File: src/inc/sprme_consts.svh
`ifndef SPRME_CONSTS_SVH
`define SPRME_CONSTS_SVH
`define SPRME_MOD_FORM_BIT 7
`define SPRME_MOD_RANGE_BIT 3
`define SPRME_MOD_ADDR_LSB 4
`define SPRME_MOD_CLASS_MSB 2
`define SPRME_TS_MM2_BIT 6
`define SPRME_SLV_INT_REQ 4'h8
`define SPRME_NO_CLASS 3'h0
`define SPRME_RST_WIDTH_DBL 1'b0
`define SPRME_RST_STREAM 1'b0
`define SPRME_SYNC_STAGES 3
`endif

File: src/inc/sprme_pkg.sv
package sprme_pkg;
  typedef enum logic [2:0] {
    SPRME_IDLE, SPRME_REQUEST, SPRME_REQUACK, SPRME_RESETSEL1, SPRME_RESETSEL2, SPRME_MAINT
  } sprme_bus_state_t;
  typedef struct packed {
    logic       vendor;
    logic       busy;
    logic       ready;
    logic       prioHold;
    logic       prioSel;
    logic [2:0] classPend;
  } sprme_status_t;
  typedef struct packed {
    logic canStream;
    logic canInterlock;
    logic canDouble;
    logic canSingle;
    logic hasMm2;
  } sprme_caps_t;
endpackage : sprme_pkg

File: src/hw/sprme_slave.sv
`timescale 1ns/1ps
`default_nettype none
`include "sprme_consts.svh"
module sprme_slave
  import sprme_pkg::*;
#(
  parameter logic [2:0] SLAVE_ADDR = 3'h0
) (
  input  wire logic             core_clk,
  input  wire logic             nrst,
  input  wire sprme_bus_state_t busState,
  input  wire logic [7:0]       busAIn,
  input  wire sprme_status_t    slaveStatus,
  input  wire logic             powerOn,
  input  wire logic [15:1]      facilityInt,
  input  wire sprme_caps_t      caps,
  input  wire logic             setModeStb,
  input  wire logic             setDouble,
  input  wire logic             setStream,
  input  wire logic             masterHasMm2,
  input  wire logic [2:0]       maintTri,
  input  wire logic             funcDriveEn,
  input  wire logic [7:0]       funcBusBOut,
  input  wire logic             funcDominantReq,
  input  wire logic             maintDriveRel,
  output logic [7:0]            busBOut,
  output logic [7:0]            busBOeN,
  output logic                  parityOeN,
  output logic                  divertToMaint,
  output logic                  mm2Active,
  output logic                  dominantGrant,
  output logic                  selResetStb,
  output logic [3:0]            selResetKind,
  output logic                  curDouble,
  output logic                  curStream
);
  logic [2:0] voteS1_q, voteS2_q, voteS3_q;
  logic       maint_q;
  logic [7:0] resetOctet_q;
  logic [7:0] outData_q, outOe_q;
  logic       outPar_q;
  logic       curDouble_q, curStream_q;
  logic       rsSeen_q;
  logic       maintRaw, maintStable;
  always_ff @(posedge core_clk or negedge nrst) begin
    if (!nrst) begin
      voteS1_q <= 3'h0;
      voteS2_q <= 3'h0;
      voteS3_q <= 3'h0;
    end else begin
      voteS1_q <= maintTri;
      voteS2_q <= voteS1_q;
      voteS3_q <= voteS2_q;
    end
  end
  // majority of three static levels
  assign maintRaw = (voteS2_q[0] & voteS2_q[1]) | (voteS2_q[0] & voteS2_q[2])
                  | (voteS2_q[1] & voteS2_q[2]);
  wire maintPrev = (voteS3_q[0] & voteS3_q[1]) | (voteS3_q[0] & voteS3_q[2])
                 | (voteS3_q[1] & voteS3_q[2]);
  assign maintStable = (maintRaw == maintPrev);
  always_ff @(posedge core_clk or negedge nrst) begin
    if (!nrst) maint_q <= 1'b0;
    else if (maintStable) maint_q <= maintRaw | (busState == SPRME_MAINT);
  end
  // request decode
  wire       reqForm    = busAIn[`SPRME_MOD_FORM_BIT];
  wire [2:0] reqAddr    = busAIn[6:4];
  wire       addrHit    = (reqAddr == SLAVE_ADDR);
  wire [2:0] reqClass   = busAIn[`SPRME_MOD_CLASS_MSB:0];
  wire       pollHit    = (busAIn[6] & slaveStatus.busy) | (busAIn[5] & slaveStatus.ready)
                        | busAIn[4] | (busAIn[3] & powerOn)
                        | |(reqClass & slaveStatus.classPend);
  wire       slvIntReq  = reqForm & addrHit & (busAIn[3:0] == `SPRME_SLV_INT_REQ);
  wire       tsReq      = reqForm & addrHit & (busAIn[3:0] == 4'h0);
  wire       facReq     = reqForm & addrHit & (reqClass != `SPRME_NO_CLASS);
  wire [15:1] facMatch;
  genvar gi;
  generate
    for (gi = 1; gi < 16; gi++) begin : g_fac
      assign facMatch[gi] = facilityInt[gi] & |(reqClass & 3'h7);
    end
  endgenerate
  wire [7:0] facOctet  = busAIn[`SPRME_MOD_RANGE_BIT] ? {facMatch[15:9], 1'b0}
                                                      : {facMatch[7:1], 1'b0};
  wire [7:0] tsOctet   = {1'b0, caps.hasMm2 & masterHasMm2, curDouble_q, curStream_q,
                          caps.canStream, caps.canInterlock, caps.canDouble,
                          caps.canSingle};
  wire [7:0] siOctet   = {slaveStatus.vendor, slaveStatus.busy, slaveStatus.ready,
                          slaveStatus.prioHold, slaveStatus.prioSel,
                          slaveStatus.classPend};
  wire [7:0] ownBit    = 8'h01 << SLAVE_ADDR;
  wire       inMaint   = maint_q;
  wire       pollOn    = !inMaint && busState == SPRME_REQUEST && !reqForm && pollHit;
  wire       ackOn     = !inMaint && busState == SPRME_REQUACK && reqForm && addrHit;
  always_ff @(posedge core_clk or negedge nrst) begin
    if (!nrst) resetOctet_q <= 8'h00;
    else if (busState == SPRME_REQUEST) resetOctet_q <= busAIn;
  end
  always_ff @(posedge core_clk or negedge nrst) begin
    if (!nrst) rsSeen_q <= 1'b0;
    else rsSeen_q <= (busState == SPRME_RESETSEL1);
  end
  wire rsAddrHit = resetOctet_q[6:4] == SLAVE_ADDR;
  assign selResetStb  = (busState == SPRME_RESETSEL1) && !rsSeen_q && rsAddrHit;
  assign selResetKind = resetOctet_q[3:0];
  always_ff @(posedge core_clk or negedge nrst) begin
    if (!nrst) begin
      curDouble_q <= `SPRME_RST_WIDTH_DBL;
      curStream_q <= `SPRME_RST_STREAM;
    end else if (setModeStb) begin
      if ((setDouble & caps.canDouble) | (!setDouble & caps.canSingle))
        curDouble_q <= setDouble;
      if ((setStream & caps.canStream) | (!setStream & caps.canInterlock))
        curStream_q <= setStream;
    end
  end
  always_ff @(posedge core_clk or negedge nrst) begin
    if (!nrst) begin
      outData_q <= 8'h00;
      outOe_q   <= 8'h00;
      outPar_q  <= 1'b0;
    end else if (pollOn) begin
      outData_q <= ownBit;
      outOe_q   <= ownBit;
      outPar_q  <= 1'b0;
    end else if (ackOn && facReq) begin
      outData_q <= facOctet;
      outOe_q   <= facOctet;
      outPar_q  <= 1'b0;
    end else if (ackOn && (slvIntReq || tsReq)) begin
      outData_q <= slvIntReq ? siOctet : tsOctet;
      outOe_q   <= 8'hFF;
      outPar_q  <= 1'b1;
    end else begin
      outData_q <= 8'h00;
      outOe_q   <= 8'h00;
      outPar_q  <= 1'b0;
    end
  end
  wire relAll = inMaint;
  wire useFunc = !inMaint && funcDriveEn && !outOe_q[0] && outOe_q == 8'h00;
  assign busBOut   = useFunc ? funcBusBOut : outData_q;
  assign busBOeN   = relAll ? 8'hFF : (useFunc ? 8'h00 : ~outOe_q);
  assign parityOeN = relAll ? 1'b1 : ~(outPar_q | useFunc);
  assign divertToMaint = inMaint & ~maintDriveRel;
  assign mm2Active     = inMaint & caps.hasMm2 & masterHasMm2;
  assign dominantGrant = funcDominantReq & ~inMaint;
  assign curDouble = curDouble_q;
  assign curStream = curStream_q;

  poll_own_bit_a: assert property (@(posedge core_clk) disable iff (!nrst)
    pollOn && !inMaint |=> (busBOeN | ownBit) == 8'hFF || useFunc)
    else $error("poll drove foreign bit");
  poll_parity_a: assert property (@(posedge core_clk) disable iff (!nrst)
    $past(pollOn) && !inMaint && !useFunc |-> parityOeN)
    else $error("parity driven on address octet");
  maint_release_a: assert property (@(posedge core_clk) disable iff (!nrst)
    maint_q |-> busBOeN == 8'hFF && parityOeN)
    else $error("drivers not released in maint");
  dominant_block_a: assert property (@(posedge core_clk) disable iff (!nrst)
    maint_q |-> !dominantGrant)
    else $error("dominant grant in maint");
  reset_capture_a: assert property (@(posedge core_clk) disable iff (!nrst)
    busState == SPRME_REQUEST |=> resetOctet_q == $past(busAIn))
    else $error("reset octet not captured");
  no_reset_ans_a: assert property (@(posedge core_clk) disable iff (!nrst)
    $past(busState) == SPRME_RESETSEL1 && !useFunc && !maint_q |-> busBOeN == 8'hFF)
    else $error("answer during selective reset");
  ts_mm2_a: assert property (@(posedge core_clk) disable iff (!nrst)
    $past(ackOn && tsReq && !facReq) && !useFunc && !maint_q
    |-> busBOut[6] == $past(caps.hasMm2 & masterHasMm2))
    else $error("mm bit wrong");
  vote_hold_a: assert property (@(posedge core_clk) disable iff (!nrst)
    (maintTri == 3'h7)[*4] |=> maint_q)
    else $error("vote failed to enter maint");
  slv_int_a: assert property (@(posedge core_clk) disable iff (!nrst)
    $past(ackOn && slvIntReq && !facReq) && !useFunc && !maint_q
    |-> busBOut == $past(siOctet))
    else $error("interrupts octet wrong");

  poll_data_a: assert property (@(posedge core_clk) disable iff (!nrst)
    $past(pollOn) && !maint_q && !useFunc |-> busBOut == ownBit)
    else $error("poll data not own bit");

  quiet_outside_a: assert property (@(posedge core_clk) disable iff (!nrst)
    !(busState inside {SPRME_REQUEST, SPRME_REQUACK}) |=> outOe_q == 8'h00)
    else $error("answer outside request states");

  fac_bit0_a: assert property (@(posedge core_clk) disable iff (!nrst)
    $past(ackOn && facReq) |-> outOe_q[0] == 1'b0)
    else $error("facility answer drove bit 0");

  fac_high_a: assert property (@(posedge core_clk) disable iff (!nrst)
    ackOn && facReq && busAIn[3] |=> outData_q == {$past(facilityInt[15:9]), 1'b0})
    else $error("upper facility range wrong");

  fac_low_a: assert property (@(posedge core_clk) disable iff (!nrst)
    ackOn && facReq && !busAIn[3] |=> outData_q == {$past(facilityInt[7:1]), 1'b0})
    else $error("lower facility range wrong");

  fac_oe_a: assert property (@(posedge core_clk) disable iff (!nrst)
    $past(ackOn && facReq) |-> outOe_q == outData_q)
    else $error("facility answer drove clear bit");

  fac_none_a: assert property (@(posedge core_clk) disable iff (!nrst)
    ackOn && facReq && facilityInt == 15'h0 |=> outOe_q == 8'h00)
    else $error("facility answer without interrupt");

  fac_parity_a: assert property (@(posedge core_clk) disable iff (!nrst)
    $past(ackOn && facReq) && !maint_q && !useFunc |-> parityOeN)
    else $error("parity driven on facility octet");

  other_slave_a: assert property (@(posedge core_clk) disable iff (!nrst)
    busState == SPRME_REQUACK && reqForm && !addrHit |=> outOe_q == 8'h00)
    else $error("unaddressed slave answered");

  ts_width_a: assert property (@(posedge core_clk) disable iff (!nrst)
    $past(ackOn && tsReq) |-> outData_q[5:4] == $past({curDouble_q, curStream_q}))
    else $error("current setting bits wrong");

  ts_caps_a: assert property (@(posedge core_clk) disable iff (!nrst)
    $past(ackOn && tsReq)
    |-> outData_q[3:0] == $past({caps.canStream, caps.canInterlock,
                                 caps.canDouble, caps.canSingle}))
    else $error("capability bits wrong");

  ts_mm1_a: assert property (@(posedge core_clk) disable iff (!nrst)
    ackOn && tsReq && !masterHasMm2 |=> !outData_q[6])
    else $error("mm2 reported to mm1 master");

  si_status_a: assert property (@(posedge core_clk) disable iff (!nrst)
    $past(ackOn && slvIntReq)
    |-> outData_q[6:5] == $past({slaveStatus.busy, slaveStatus.ready}))
    else $error("busy or ready bit wrong");

  si_prio_a: assert property (@(posedge core_clk) disable iff (!nrst)
    $past(ackOn && slvIntReq)
    |-> outData_q[4:3] == $past({slaveStatus.prioHold, slaveStatus.prioSel}))
    else $error("priority bits wrong");

  si_class_a: assert property (@(posedge core_clk) disable iff (!nrst)
    $past(ackOn && slvIntReq) |-> outData_q[2:0] == $past(slaveStatus.classPend))
    else $error("class bits wrong");

  full_drive_a: assert property (@(posedge core_clk) disable iff (!nrst)
    $past(ackOn && (slvIntReq || tsReq)) && !maint_q && !useFunc
    |-> busBOeN == 8'h00 && !parityOeN)
    else $error("full octet not driven");

  mode_double_a: assert property (@(posedge core_clk) disable iff (!nrst)
    setModeStb && setDouble && caps.canDouble |=> curDouble_q)
    else $error("double width not taken");

  mode_single_a: assert property (@(posedge core_clk) disable iff (!nrst)
    setModeStb && !setDouble && caps.canSingle |=> !curDouble_q)
    else $error("single width not taken");

  mode_stream_a: assert property (@(posedge core_clk) disable iff (!nrst)
    setModeStb && setStream && caps.canStream |=> curStream_q)
    else $error("streaming not taken");

  mode_ilock_a: assert property (@(posedge core_clk) disable iff (!nrst)
    setModeStb && !setStream && caps.canInterlock |=> !curStream_q)
    else $error("interlocked not taken");

  mode_hold_a: assert property (@(posedge core_clk) disable iff (!nrst)
    !setModeStb |=> $stable(curDouble_q) && $stable(curStream_q))
    else $error("mode changed without strobe");

  mm2_only_a: assert property (@(posedge core_clk) disable iff (!nrst)
    !masterHasMm2 |-> !mm2Active)
    else $error("mm2 active with mm1 master");

  divert_on_a: assert property (@(posedge core_clk) disable iff (!nrst)
    maint_q && !maintDriveRel |-> divertToMaint)
    else $error("drivers not diverted");

  divert_off_a: assert property (@(posedge core_clk) disable iff (!nrst)
    !maint_q |-> !divertToMaint)
    else $error("diverted outside maint");

  vote_two_a: assert property (@(posedge core_clk) disable iff (!nrst)
    (maintTri == 3'b101)[*4] |=> maint_q)
    else $error("open wire broke vote");

  vote_one_a: assert property (@(posedge core_clk) disable iff (!nrst)
    (maintTri == 3'b001)[*4] ##0 busState != SPRME_MAINT |=> !maint_q)
    else $error("single line entered maint");

  vote_level_a: assert property (@(posedge core_clk) disable iff (!nrst)
    (maintTri == 3'b000)[*4] ##0 busState != SPRME_MAINT |=> !maint_q)
    else $error("maint without voted level");

  maint_state_a: assert property (@(posedge core_clk) disable iff (!nrst)
    busState == SPRME_MAINT && maintStable |=> maint_q)
    else $error("maint state not taken");

  rs_once_a: assert property (@(posedge core_clk) disable iff (!nrst)
    selResetStb |=> !selResetStb)
    else $error("reset strobe longer than one cycle");

  rs_state_a: assert property (@(posedge core_clk) disable iff (!nrst)
    busState != SPRME_RESETSEL1 |-> !selResetStb)
    else $error("reset strobe outside first select");

  rs_addr_a: assert property (@(posedge core_clk) disable iff (!nrst)
    resetOctet_q[6:4] != SLAVE_ADDR |-> !selResetStb)
    else $error("reset strobe for other slave");

  rs_kind_a: assert property (@(posedge core_clk) disable iff (!nrst)
    busState != SPRME_REQUEST |=> $stable(selResetKind))
    else $error("reset kind changed outside request");

  rs_sel2_a: assert property (@(posedge core_clk) disable iff (!nrst)
    $past(busState) == SPRME_RESETSEL2 && !useFunc && !maint_q
    |-> busBOeN == 8'hFF && parityOeN)
    else $error("answer during second reset state");

  dominant_pass_a: assert property (@(posedge core_clk) disable iff (!nrst)
    !maint_q |-> dominantGrant == funcDominantReq)
    else $error("dominant request lost");
endmodule : sprme_slave
`default_nettype wire

File: config.mk
export PLATFORM = sky130hd
export DESIGN_NAME = sprme_slave
export DESIGN_NICKNAME = d
export VERILOG_FILES = /design/src/inc/sprme_pkg.sv /design/src/hw/sprme_slave.sv
export VERILOG_INCLUDE_DIRS = /design/src /design/src/inc
export SDC_FILE = /design/constraint.sdc
export NUM_CORES = 1
export LEC_CHECK = 0
export BUFFER_PORTS_ARGS = -buffer_cell sky130_fd_sc_hd__buf_2
export CAP_MARGIN = 20
export CORE_MARGIN = 2
export CORE_UTILIZATION = 40
export CTS_CLUSTER_DIAMETER = 100
export DETAILED_ROUTE_END_ITERATION = 8
export GPL_ROUTABILITY_DRIVEN = 0
export PLACE_DENSITY = 0.83
export SLEW_MARGIN = 0
export SYNTH_ARGS = -nofsm -noshare
export SYNTH_HDL_FRONTEND = slang
export SYNTH_SLANG_ARGS = --single-unit
File: constraint.sdc
create_clock -name core_clk -period 3.8 [get_ports core_clk]
set_input_delay 0.38 -clock core_clk [delete_from_list [all_inputs] [get_ports core_clk]]
set_output_delay 0.38 -clock core_clk [all_outputs]
set_load 0.01 [all_outputs]
Word-level counts from Yosys, hierarchy flattened
Index checks and enable logic that the tools add are counted.
{"block": "word_totals", "inputBits": 60, "wordCells": 114, "reg_bits": 37}
{"block": "classes", "n_reduce_logical": 29, "eq_ne": 6, "mux": 15, "bitwise_logic": 53}
{"op": "8-bit 2-to-1 mux", "count": 11}
{"op": "1-bit AND", "count": 36}
{"op": "1-bit logical AND", "count": 13}
{"op": "1-bit bitwise OR", "count": 12}
{"op": "8-bit zero test", "count": 1}
{"op": "8-bit inverter", "count": 1}
{"op": "3-bit by 2-bit == test with 1-bit output (second input constant)", "count": 2}
{"op": "1-bit zero test", "count": 6}
{"op": "3-bit zero test", "count": 2}
{"op": "3-bit OR reduction", "count": 2}
{"op": "4-bit == test (second input constant)", "count": 1}
{"op": "4-bit zero test", "count": 1}
{"op": "1-bit 2-to-1 mux", "count": 4}
{"op": "2-bit AND reduction", "count": 2}
{"op": "3-bit AND", "count": 1}
{"op": "3-bit by 1-bit == test with 1-bit output (second input constant)", "count": 1}
{"op": "3-bit == test (second input constant)", "count": 1}
{"op": "1-bit inverter", "count": 3}
{"op": "3-bit nonzero test", "count": 1}
{"op": "1-bit == test", "count": 1}
{"op": "1-bit logical OR", "count": 1}

Depth between registers and ports, before layout
{"block": "depth", "word_depth": 8, "ltp_mapped": 6}

Least setup slack after synthesis
Ideal clock, no wire load.
{"block": "synth_timing", "kind": "register to output", "from": "register outOe_q[0]", "to": "output port busBOut[6]", "n_path_buf": 2, "arrival_ns": 1.535, "stages_incl_launch_ff": 6, "slack_ns": 1.885, "t_required_ns": 3.420, "path_cell_list": "dfrtp_1 -> nor4_1 -> and4b_1 -> buf_2 -> buf_2 -> mux2_1"}
{"block": "synth_via", "elab_chain_len": 4, "elab_cells_between_ends": 5}
{"item": "from (decl)", "line_no": "sprme_slave.sv:40", "rtl": "logic [7:0] outData_q, outOe_q;"}
{"item": "from (signal assigned)", "line_no": "sprme_slave.sv:125", "rtl": "outOe_q <= ownBit;"}
{"item": "from (signal assigned)", "line_no": "sprme_slave.sv:129", "rtl": "outOe_q <= facOctet;"}
{"item": "parallel branches: the longest is 2 deep, another holds 8-bit zero test"}
{"item": "1-bit logical AND (*)", "line_no": "sprme_slave.sv:142", "rtl": "wire useFunc = !inMaint && funcDriveEn && !outOe_q[0] && outOe_q == 8'h00;"}
{"item": "8-bit 2-to-1 mux (*)", "line_no": "sprme_slave.sv:143", "rtl": "assign busBOut = useFunc ? funcBusBOut : outData_q;"}
{"item": "to (decl)", "line_no": "sprme_slave.sv:26", "rtl": "output logic [7:0] busBOut,"}
Mark *: on every way between the ends.

Worst setup path in the final report
{"block": "layout_timing", "from": "register outOe_q[0]", "to": "output port busBOut[3]"}
The elaborated chain is that of the path after synthesis.

==> results.toml <==
[routing]
first_iter_violations = 33
ant_nets = 0
wl_per_cell_um = 14.1
vias = 1397
viasPerCell = 4.97
drc = 0
totalWireLength_um = 3950
drtPass1Iterations = 4

[timing]
clock_skew_ps = 2.90
setup_viol = 0
slew_headroom = 0.466
worst_pin_slew_ps = 801
grt_setup_unrepaired = "false"
period_needed_ps = 2500
tns_ps = 0
post-route-period-util = 0.658
report.final.slew_viol_count = 0
hold_violations = 0
timing.fmax_mhz = 400

[power_and_ir_drop]
power.density_nw_per_um2 = 378
irDropWorstVdd_mv = 0.198
p_leak_nw = 1.22

[yosys]
synth_edf_count = 0
ys.flop_type = "dfrtp_1"
netlist_top_cells_area = "dfrtp_1 52%, mux2i_1 7.3%, mux2_2 5.7%"
yosysMostFrequentCell = "dfrtp_1"
synthCells = 146
ys_ff_latch = 37
synthTopCellsByCount = "37 x dfrtp_1, 13 x mux2i_1, 9 x a21oi_1, 9 x mux2_2, 9 x o21bai_1"
yosysWarningCount = 0
synth_cell_types = 36
avgSynthCellArea_sq_um = 12.1
syn_area_sq_um = 1770
synth_top_area_share = 0.523
yosysSeqAreaShare = 0.523
syn_nets = 206
yosys.area.top_type = "dfrtp_1"
synthArstFlopShare = 1.00

[hold_path]
worstHoldPathType = "in2async"

[grt]
grt_antenna_before_repair = 0
overflow = 0
grt_pass1_vias = 1287
grt_max_degree = 38
grt_usage = 0.162
grt_first_pass_wirelength_um = 6160

[floorplan]
core-area_sq_um = 4290
initial_core_util = 0.412
dieArea_sq_um = 4970
row_count = 24
ios = 87
fp.dieW_um = 70.5
die_height_um = 70.5

[clocking]
cts_tree = "done"
clock_sinks = 37
hold_buffers = 0
insertion_delay_ps = 280
cts_resized = 0
clk_pin_slew_worst_paths_ps = 70
root_buffer = "clkbuf_8"
clock_path_buffers = 2
ctsHtreeMaxLevel = 2
postCtsSetupRepairBufs = 0
numCtsBuffers = 5

[critical_path]
rr_worst_depth = 4
rr_startpoint = "inMaint"
regToRegEndpoint = "outData_q[3]"
crit_arrival_ps = 2120
cp_max_fo = 17
cp.required_ps = 3420
startpoint_type = "flop"
endpoint_kind = "output pin"
path_class = "reg2out"
r2r_slack_ps = 1950

[run_status]
outcome = "completed"

[layout]
drive_above_1_share = 0.498
nets = 288
diodes = 0
area_delta_synth_final_pct = 29.4
fin_util = 0.534

[job]
max_cap_violations = 0

[place]
hpwl_um = 3150
portBuffers = 85
[critical path: stages (launching register included)]
cell and delay [ps]:
dfrtp_1 390, nor4_1 250, and4b_1 660, mux2_2 400, buf_2 140
[where the power goes]
part           internal, mW  total (mW)  switching, mW
registers             0.418       0.430         0.0125
logic                0.0840       0.168         0.0845
clock network         0.130       0.268          0.138
[worst max path at each step]
stage	start	end	slack, ps	depth (start not counted)
floorplan	outOe_q[0]	busBOut[6]	1890	5
global placement	outOe_q[5]	busBOut[0]	1600	4
detailed placement	outOe_q[0]	busBOut[3]	1600	4
CTS	outOe_q[0]	busBOut[3]	1280	4
global route	outOe_q[0]	busBOut[5]	1150	4
finish	outOe_q[0]	busBOut[3]	1300	4
[per-layer routing]
layer  track usage  routed length, um  vias up
met1         0.207               1650      651
met4        0.0440                 46        0
li1              -                  -      687
met3        0.0328                243        4
met2         0.282               2010       55
met5             0                  0        -
[stage by stage]
step / std cells / area, sq um / setup WS, ps / power (mW) / hold WS [ps]
after floorplan: 146 / 1770 / 1890 / 0.537 / 84.4
after global placement: 273 / 2200 / 1600 / 0.604 / 333
after detailed placement: 273 / 2200 / 1600 / 0.608 / 337
after CTS: 281 / 2290 / 1280 / 0.876 / 200
after global routing: 281 / 2290 / 1150 / 0.906 / 196
final: 281 / 2290 / 1300 / 0.867 / 184
[cell usage in the layout, fill, tap and decap left out, types with 5 or more instances in the layout]
master	n
buf_2	85
dfrtp_1	37
mux2i_1	13
mux2_2	9
o21bai_1	9
a21oi_1	9
nor2_1	7
mux2_1	6
a21oi_2	6
a21boi_1	6
clkbuf_8	5
[logic make-up (layout without fill, tap and decap cells)]
| logic type | after synthesis | in the layout | synth area share |
|---|---|---|---|
| AOI/OAI and AO/OA | 34 | 34 | 0.135 |
| adders and majority gates | 2 | 2 | 0.0113 |
| DFF | 37 | 37 | 0.523 |
| muxes | 28 | 28 | 0.169 |
| buffers and inverters | 13 | 96 | 0.0431 |
| and+or+nand+nor | 32 | 32 | 0.119 |
[registers in the layout, summed over array words and instances (netlist names)]
| register | flops |
|---|---|
| voteS1_q | 3 |
| outOe_q | 8 |
| resetOctet_q | 7 |
| rsSeen_q | 1 |
| curStream | 1 |
| inMaint | 1 |
| outData_q | 8 |
| outPar_q | 1 |
| voteS3_q | 3 |
| curDouble | 1 |
| voteS2_q | 3 |
[area by class of cell]
type,count,area [sq um]
clock buffers,5,68.8
repair buffers,86,433
clock inverters,3,22.5
well taps,52,65.1
multi-input cells,96,768
fillers,399,2000
inverters,2,7.51
flip-flops and latches,37,926
(Power assumes the default switching activity.)
